===== src/rtl/bfp_pkg.sv =====
`default_nettype none

package bfp_pkg;

    // ==========================================================
    // Array geometry
    localparam int ADDR_W      = 13;
    localparam int DATA_W      = 8;
    localparam int DEPTH       = 8192;
    localparam int ROW_BYTES   = 8;
    localparam int ROW_COUNT   = 1024;

    // ==========================================================
    // Timing in ns and derived cycle counts at 250 MHz
    localparam int CLK_PERIOD_PS         = 4000;
    localparam int ACCESS_TIME_NS        = 70;
    localparam int PRECHARGE_MIN_TIME_NS = 60;
    localparam int CE_LOW_MAX_NS         = 10000;
    localparam int DATA_SETUP_NS         = 30;
    // Least times round up
    localparam int ACCESS_CYC    = (ACCESS_TIME_NS * 1000 + CLK_PERIOD_PS - 1) / CLK_PERIOD_PS;
    localparam int PRECHARGE_CYC =
        (PRECHARGE_MIN_TIME_NS * 1000 + CLK_PERIOD_PS - 1) / CLK_PERIOD_PS;
    localparam int SETUP_CYC     = (DATA_SETUP_NS * 1000 + CLK_PERIOD_PS - 1) / CLK_PERIOD_PS;
    // Longest time rounds down
    localparam int CE_LOW_MAX_CYC = (CE_LOW_MAX_NS * 1000) / CLK_PERIOD_PS;

    // ==========================================================
    // Carriers
    typedef struct packed {
        logic              write;
        logic [12:0]       addr;
        logic [7:0]        wdata;
    } bfp_req_t;

    typedef struct packed {
        logic              chip_select_n;
        logic              write_strobe_n;
        logic              output_drive_n;
        logic [12:0]       address_lines;
    } bfp_pins_t;

endpackage

`default_nettype wire


===== src/rtl/bfp_count.sv =====
`timescale 1ns/100ps
`default_nettype none

// ==========================================================
// Down counter: loads a count, flags when it reaches zero
module bfp_count #(
    parameter int W = 8
) (
    // Clock and reset
    input  wire logic         core_clk_in,
    input  wire logic         nrst_in,
    // Control
    input  wire logic         load_in,
    input  wire logic [W-1:0] value_in,
    output logic              zero_out
);

    logic [W-1:0] count;

    // Load wins over counting
    always_ff @(posedge core_clk_in) begin
        if (!nrst_in) begin
            count <= '0;
        end else if (load_in) begin
            count <= value_in;
        end else if (count != '0) begin
            count <= count - 1'b1;
        end
    end

    assign zero_out = (count == '0);

endmodule

`default_nettype wire


===== src/rtl/bfp_host.sv =====
`timescale 1ns/100ps
`default_nettype none

// Function
// - Controller meets access time and holds data through setup
// - Write completes in one bus cycle; next access may follow
// - Controller holds chip select high for precharge minimum
// - Controller never exceeds maximum chip select low time
// - Every access gets a fresh falling edge of chip select
// - Chip select does not fall while synchronised supply is not good; an access under way runs to its end
// - Write strobe does not fall while synchronised supply is not good; a write under way runs to its end
module bfp_host #(
    parameter int ACCESS_CYC     = bfp_pkg::ACCESS_CYC,
    parameter int PRECHARGE_CYC  = bfp_pkg::PRECHARGE_CYC,
    parameter int CE_LOW_MAX_CYC = bfp_pkg::CE_LOW_MAX_CYC
) (
    // Clock and reset
    input  wire logic                   core_clk_in,
    input  wire logic                   nrst_in,
    // Supply status
    input  wire logic                   power_good_in,
    // User request
    input  wire logic                   req_valid_in,
    input  wire bfp_pkg::bfp_req_t      req_in,
    output logic                        req_ready_out,
    // User answer
    output logic                        rsp_valid_out,
    output logic [7:0]                  rsp_rdata_out,
    // Device pins
    output bfp_pkg::bfp_pins_t          pins_out,
    input  wire logic [7:0]             data_lines_in,
    output logic [7:0]                  data_lines_out,
    output logic [7:0]                  data_lines_oe_n_out
);

    // ==========================================================
    // Parameter checks
    // Select stays low ACCESS_CYC + 4 cycles, which must fit the device limit
    if (ACCESS_CYC < 1 || PRECHARGE_CYC < 1 || ACCESS_CYC + 4 > CE_LOW_MAX_CYC ||
        CE_LOW_MAX_CYC > 65535 || PRECHARGE_CYC > 65536) begin : g_bad_timing
        $error("bfp_host: timing parameters out of range");
    end

    // ==========================================================
    // State machine
    typedef enum logic [3:0] {
        ST_IDLE   = 4'b0001,
        ST_ACCESS = 4'b0010,
        ST_LAST   = 4'b0100,
        ST_PRECH  = 4'b1000
    } bfp_state_t;

    bfp_state_t state;
    bfp_state_t next_state;
    logic       is_write;
    logic [7:0] wdata;
    logic       timer_load;
    logic [15:0] timer_value;
    logic       timer_zero;
    logic [7:0] din_meta;
    logic [7:0] din_sync;
    logic       pg_meta;
    logic       pg_sync;

    // ==========================================================
    // Input synchronisers
    // Pin inputs pass two flip-flops before anything reads them
    always_ff @(posedge core_clk_in) begin
        if (!nrst_in) begin
            din_meta <= 8'h00;
            din_sync <= 8'h00;
            pg_meta  <= 1'b0;
            pg_sync  <= 1'b0;
        end else begin
            din_meta <= data_lines_in;
            din_sync <= din_meta;
            pg_meta  <= power_good_in;
            pg_sync  <= pg_meta;
        end
    end

    // ==========================================================
    // Cycle timer
    // Access timer also covers the two-flop data sampling delay
    bfp_count #(
        .W (16)
    ) u_timer (
        .core_clk_in (core_clk_in),
        .nrst_in     (nrst_in),
        .load_in     (timer_load),
        .value_in    (timer_value),
        .zero_out    (timer_zero)
    );

    // Single timing profile for reads and writes
    always_comb begin
        next_state  = state;
        timer_load  = 1'b0;
        timer_value = 16'h0000;
        case (state)
            ST_IDLE: begin
                if (req_valid_in && pg_sync) begin
                    next_state  = ST_ACCESS;
                    timer_load  = 1'b1;
                    timer_value = 16'(ACCESS_CYC + 2);
                end
            end
            ST_ACCESS: begin
                if (timer_zero) begin
                    next_state = ST_LAST;
                end
            end
            ST_LAST: begin
                // Precharge count starts as select rises
                next_state  = ST_PRECH;
                timer_load  = 1'b1;
                timer_value = 16'(PRECHARGE_CYC - 1);
            end
            ST_PRECH: begin
                if (timer_zero) begin
                    next_state = ST_IDLE;
                end
            end
            default: begin
                next_state = ST_IDLE;
            end
        endcase
    end

    // State register
    always_ff @(posedge core_clk_in) begin
        if (!nrst_in) begin
            state <= ST_IDLE;
        end else begin
            state <= next_state;
        end
    end

    // ==========================================================
    // Request capture and pin drivers
    // Request kind and data kept for the rest of the cycle
    always_ff @(posedge core_clk_in) begin
        if (!nrst_in) begin
            is_write <= 1'b0;
            wdata    <= 8'h00;
        end else if (state == ST_IDLE && next_state == ST_ACCESS) begin
            is_write <= req_in.write;
            wdata    <= req_in.wdata;
        end
    end

    // Strobes: select low only in access states, so each cycle has a
    // fresh falling edge and a bounded low time
    always_ff @(posedge core_clk_in) begin
        if (!nrst_in) begin
            pins_out.chip_select_n  <= 1'b1;
            pins_out.write_strobe_n <= 1'b1;
            pins_out.output_drive_n <= 1'b1;
            pins_out.address_lines  <= 13'h0000;
        end else begin
            // Address moves only at a take; one process owns the whole pin struct
            if (state == ST_IDLE && next_state == ST_ACCESS) begin
                pins_out.address_lines <= req_in.addr;
            end
            pins_out.chip_select_n  <= !(next_state == ST_ACCESS ||
                                         next_state == ST_LAST);
            // Write strobe falls with select: select-controlled write
            pins_out.write_strobe_n <= !((next_state == ST_ACCESS || next_state == ST_LAST) &&
                                         ((state == ST_IDLE) ? req_in.write : is_write));
            pins_out.output_drive_n <= !((next_state == ST_ACCESS || next_state == ST_LAST) &&
                                         !((state == ST_IDLE) ? req_in.write : is_write));
        end
    end

    // Data lines driven only during writes; data stays stable to strobe rise
    always_ff @(posedge core_clk_in) begin
        if (!nrst_in) begin
            data_lines_out      <= 8'h00;
            data_lines_oe_n_out <= 8'hff;
        end else if (state == ST_IDLE && next_state == ST_ACCESS && req_in.write) begin
            data_lines_out      <= req_in.wdata;
            data_lines_oe_n_out <= 8'h00;
        end else if (state == ST_LAST || (state == ST_IDLE && next_state != ST_ACCESS)) begin
            data_lines_out      <= wdata;
            data_lines_oe_n_out <= 8'hff;
        end
    end

    // ==========================================================
    // User answer
    // Read answer: sampled at end of access, after the sync delay
    always_ff @(posedge core_clk_in) begin
        if (!nrst_in) begin
            rsp_valid_out <= 1'b0;
            rsp_rdata_out <= 8'h00;
        end else begin
            rsp_valid_out <= (state == ST_LAST) && !is_write;
            if (state == ST_LAST && !is_write) begin
                rsp_rdata_out <= din_sync;
            end
        end
    end

    // Ready only while idle and supply good
    assign req_ready_out = (state == ST_IDLE) && pg_sync;

endmodule

`default_nettype wire


===== config.mk =====
export PLATFORM = sky130hd
export DESIGN_NAME = bfp_host
export DESIGN_NICKNAME = d
export VERILOG_FILES = /design/src/rtl/bfp_pkg.sv /design/src/rtl/bfp_count.sv /design/src/rtl/bfp_host.sv
export SDC_FILE = /design/constraint.sdc
export NUM_CORES = 1
export LEC_CHECK = 0
export BUFFER_PORTS_ARGS = -buffer_cell sky130_fd_sc_hd__buf_2
export CORE_ASPECT_RATIO = 1.75
export CORE_MARGIN = 8
export CORE_UTILIZATION = 45
export CTS_CLUSTER_SIZE = 20
export DETAILED_ROUTE_END_ITERATION = 8
export PLACE_DENSITY = 0.8
export SETUP_SLACK_MARGIN = 0.15
export SKIP_LAST_GASP = 1
export SLEW_MARGIN = 40
export SYNTH_ARGS = -nofsm -noshare
export SYNTH_HDL_FRONTEND = slang
export SYNTH_SLANG_ARGS = --single-unit
export TNS_END_PERCENT = 30

===== constraint.sdc =====
create_clock -name core_clk_in -period 2.06 [get_ports core_clk_in]
set_input_delay 0.103 -clock core_clk_in [delete_from_list [all_inputs] [get_ports core_clk_in]]
set_output_delay 0.103 -clock core_clk_in [all_outputs]
set_load 0.05 [all_outputs]

After elaboration in Yosys (flattened, before gate mapping)
Index checks and enable logic that the tools add are counted.
Cells by class
  add/sub/neg operators: 1
  equality and inequality tests: 7
  mux-type cells: 15
  reduce and logical (&&, ||, !) cells: 19
Operator list (number)
  16-bit two-way mux: 2
  8-bit two-way mux: 4
  16-bit logical NOT: 1
  4-bit case mux with 4 select lines: 1
  16-bit nonzero test: 1
  16-bit by 1-bit subtractor with 16-bit output, second input constant: 1
  4-bit two-way mux: 3
  5-bit case mux with 2 select lines: 1
  4-bit by 2-bit == test with 1-bit output, second input constant: 2
  4-bit by 3-bit == test with 1-bit output, second input constant: 2
  1-bit logical AND: 8
  1-bit logical NOT: 5
  5-bit two-way mux: 1
  4-bit by 1-bit == test with 1-bit output, second input constant: 1
  4-bit == test, second input constant: 1
  4-bit by 2-bit != test with 1-bit output, second input constant: 1
  2-bit nonzero test: 2
  1-bit logical OR: 2
  1-bit two-way mux: 2
  1-bit case mux with 2 select lines: 1
Word-level totals
  register bits: 88
  bits of input ports: 34
  output and inout port bits: 42
  logic and storage cells: 58

Depth between registers and ports, before layout
  depth after elaboration: 8
  depth in mapped cells: 7
  depth with buffers taken out: 6

Hierarchy
A second synthesis with hierarchy kept.
Second synthesis, totals
  cell total of the unflattened synthesis: 353
  area total of the unflattened synthesis: 3364.5 µm²
Modules (own cells, without submodules)
  bfp_host: times used 1, cells each 237, area an instance 2424.8 µm², sequential area each 1301.2 µm²
  bfp_count: times used 1, cells each 116, area an instance 939.7 µm², sequential area each 320.3 µm²

Worst setup path after synthesis
No wires, ideal clock.
  kind: reg-to-reg
  start: reg u_timer.count[0]
  end: reg u_timer.count[7]
  library setup time: 0.070 ns
  data arrival time: 1.750 ns
  required time: 1.990 ns
  setup slack: 0.240 ns
  cell stages (with the launch flop): 8
  path buffers: 1
  clock period less this slack: 1.820 ns
  cell sequence: dfxtp_1 > inv_1 > ha_1 > nor3b_1 > and4_1 > buf_2 > or4_1 > a21oi_1
Between the ends
  cells in the longest elaborated chain, start to end: 3
  elaborated cells between the ends (all ways): 5
  classes of those cells: add/sub (1); mux (2); reduce/logical (2)
Ends and longest elaborated chain
  start: declaration: RTL line bfp_count.sv:18  | logic [W-1:0] count;
  start signal: assignment: RTL line bfp_count.sv:25  | count <= value_in;
  start signal: assignment: RTL line bfp_count.sv:27  | count <= count - 1'b1;
  16-bit by 1-bit subtractor with 16-bit output: RTL line bfp_count.sv:27
  16-bit two-way mux: RTL line bfp_count.sv:26  | end else if (count != '0) begin
  16-bit two-way mux: RTL line bfp_count.sv:24  | end else if (load_in) begin
Parallel ways exist; a longest one is shown, timed or not. The select of a mux whose other input is x is not followed.
A chain may end at the register's enable or synchronous reset.

Worst setup path after layout
  start: reg u_timer.count[2]
  end: reg u_timer.count[12]
The elaborated chain is that of the path after synthesis.

==> out/metrics.yaml <==
cts_tree: "yes"
num_rows: 40
path_buf_inv: 0
dieArea_mm2: 0.0102
p_leak_nw: 1.71
fillers: 565
cpMaxStageDelayCell: "nor4_4"
cts.path.max_buffers: 2
place.gp.congestion: 0.821
status: "completed"
mostFrequentLayoutCell: "dfxtp_1"
clkSinkCount: 81
root_buffer: "clkbuf_16"
final_cell_mix: "dfxtp_1, buf_2, nand2_1, a21oi_1, and2_1"
finalWorstSetupSlack_ns: 0.213
syn_area_mm2: 0.00319
core-area_mm2: 0.00686
skew_ns: 0.00576
finalHoldViolations: 0
tns_ns: 0
post-cts-setup-buffer-count: 0
period_needed_ns: 1.85
io_pins: 76
yosys_warnings: 0
synth_top_cell_by_area: "dfxtp_1"
ys.flop_type: "dfxtp_1"
syn_avg_cell_area_um2: 9.25
grtUsageTotal_pct: 15.8
die_w_um: 79.7
p_int_mw: 3.15
synthArstFlopShare_pct: 0
synth_edf_count: 0
grt_max_degree: 35
grt_pass1_wl_um: 12700
antenna_found_initial: 0
max_slew_margin_pct: 67.2
period_share_pct: 89.7
synthCells: 345
detail_route.wirelength_um: 7740
finalPower_mw: 4.48
final_max_slew_viol_count: 0
combPwrFrac_pct: 23.9
min_path_type: "input pin to register"
clk_pin_slew_worst_paths_ns: 0.06
ant_nets: 0
htreeDepth: 3
cp_top_family: "simple AND/OR/NAND/NOR gates"
fmax_mhz: 541
p_clk_share_pct: 34.5
post_synth_num_cell_types: 46
drt-pass1-iter-count: 5
numPortBuffers: 75
worst_pin_slew_ns: 0.488
finalSetupViolations: 0
first_iter_violations: 139
critPathMaxStageDelay_ns: 0.52
rsz0062_at_grt: "yes"
nets: 463
end_kind: "register"
avgRoutedWirePerCell_um: 15.0
cts_made_buffers: 9
seqPwrFrac_pct: 41.7
worst_ep_arrival_time_ns: 2.10
area_growth_pct: 27.8
synth_seq_cells: 81
yosys-top-cells-area: "dfxtp_1, nand2_1, a21oi_1, and2_1, mux2i_1"
ys_seq_area_share_pct: 50.8
crit_required_ns: 2.32
num_antenna_cells: 0
worstPathCellList: "nor4_4 > o2111ai_2 > or4_1 > a21oi_1"
viasPerCell: 5.34
drive_above_1_share_pct: 25.6
maxCapViolations: 0
gr-total-overflow: 0
startpoint_type: "register"
grt_pass1_vias: 2749
syn-num-nets: 380
peakVddDrop_v: 0.000588
clock_latency_ns: 0.34
power.density_mw_per_mm2: 1100
die_h_um: 127
crit_type: "register to register"
swShare_pct: 29.8
post-place-ws_ns: 0.224
dpl.hpwl_um: 5320
vias: 2761
initial_core_util_pct: 46.6
p_switching_mw: 1.34
drc_errors: 0
cp_max_fo: 9
synthDominantCellAreaShare_pct: 50.8
[final cells by class]
class | count | area [um^2] | share of cell area (%)
timing repair buffer | 102 | 623 | 15.3
clock buffer | 14 | 284 | 6.96
tap | 84 | 105 | 2.58
sequential | 81 | 1620 | 39.8
inverter | 5 | 18.8 | 0.460
multi-input combinational | 229 | 1420 | 34.7
clock inverter | 2 | 10.0 | 0.245
[cells in the mapped netlist, drive strengths merged (3+ instances only)]
cell type and n:
nand2 52, inv 4, or4 6, xnor2 3, a21oi 35, o211a 6, nand2b 7, or3 6
nor3 6, or2 3, o21ai 10, nor2 14, nand4 4, and2 23, mux2i 9, dfxtp 81
buf 16, clkbuf 14, nor4 5, nor3b 3, o31ai 4, o32a 6, xor2 3, nand3 5
[stage by stage]
stage	instance area, um^2	utilization [%]	std cells	hold slack (ns)
6_report	4080	59.5	517	0.00748
5_1_grt	4080	59.5	517	0.00603
4_1_cts	4070	59.4	517	0.00280
3_5_place_dp	3600	52.4	483	0.311
3_3_place_gp	3600	52.4	483	0.308
2_1_floorplan	3190	-	345	0.230
[registers in the layout (all words and copies together) (netlist names)]
name,flops
data_lines_oe_n_out,1
data_lines_out,8
din_meta,8
din_sync,8
is_write,1
pg_meta,1
pg_sync,1
pins_out,16
rsp_rdata_out,8
rsp_valid_out,1
state,4
u_timer.count,16
wdata,8
[cell families (layout without fill, tap and decap cells)]
logic type                 Yosys count  after routing  share of synthesized area [%]
and+or+nand+nor                    141            141                           24.3
DFF                                 81             81                           50.8
AOI/OAI and AO/OA                   72             72                           14.7
buffers and inverters               35            123                           5.29
muxes                                9              9                           2.82
xor gates and xnor gates             6              6                           1.65
adders and majority gates            1              1                          0.392
[final timing paths]
kind	slack, ns	endpoint	depth (start not counted)	from
worst max register to register	0.21	u_timer.count[12]	4	u_timer.count[2]
worst max-delay path	0.21	u_timer.count[12]	4	u_timer.count[2]
worst min-delay path	0.007	pins_out[10]	3	req_in[18]
worst min register to register	0.43	din_sync[4]	1	din_meta[4]
[power by group through the flow]
stage | Combinational [mW] | Clock (mW) | Sequential, mW
2_1_floorplan | 0.805 | 0 | 1.88
3_3_place_gp | 0.993 | 0 | 1.88
3_5_place_dp | 1.02 | 0 | 1.89
4_1_cts | 1.06 | 1.57 | 1.86
5_1_grt | 1.20 | 1.63 | 1.89
6_report | 1.07 | 1.55 | 1.87
[worst reg2reg max path, delay by kind of cell, from the launching register on]
kind	cells	cell delay (ns)
and+or+nand+nor	2	0.97
AOI/OAI and AO/OA	2	0.43
DFF	1	0.37
[routing by layer]
layer  vias to the layer above  share of wire (%)  wire length (um)  GRT usage, %
met5                         -                  0                 0             0
li1                       1361                  -                 -             -
met1                      1320                 39              3030          16.0
met4                         0                2.2               173          8.45
met3                        15                3.9               304          4.78
met2                        65                 55              4230          27.8
[repair_timing]
action,4_1_cts,5_1_grt
hold endpoints to repair,18,0
gates resized for setup,0,3
setup endpoints to repair,0,6
hold buffers,18,0
Note: power is estimated with default switching activity, not from simulation.
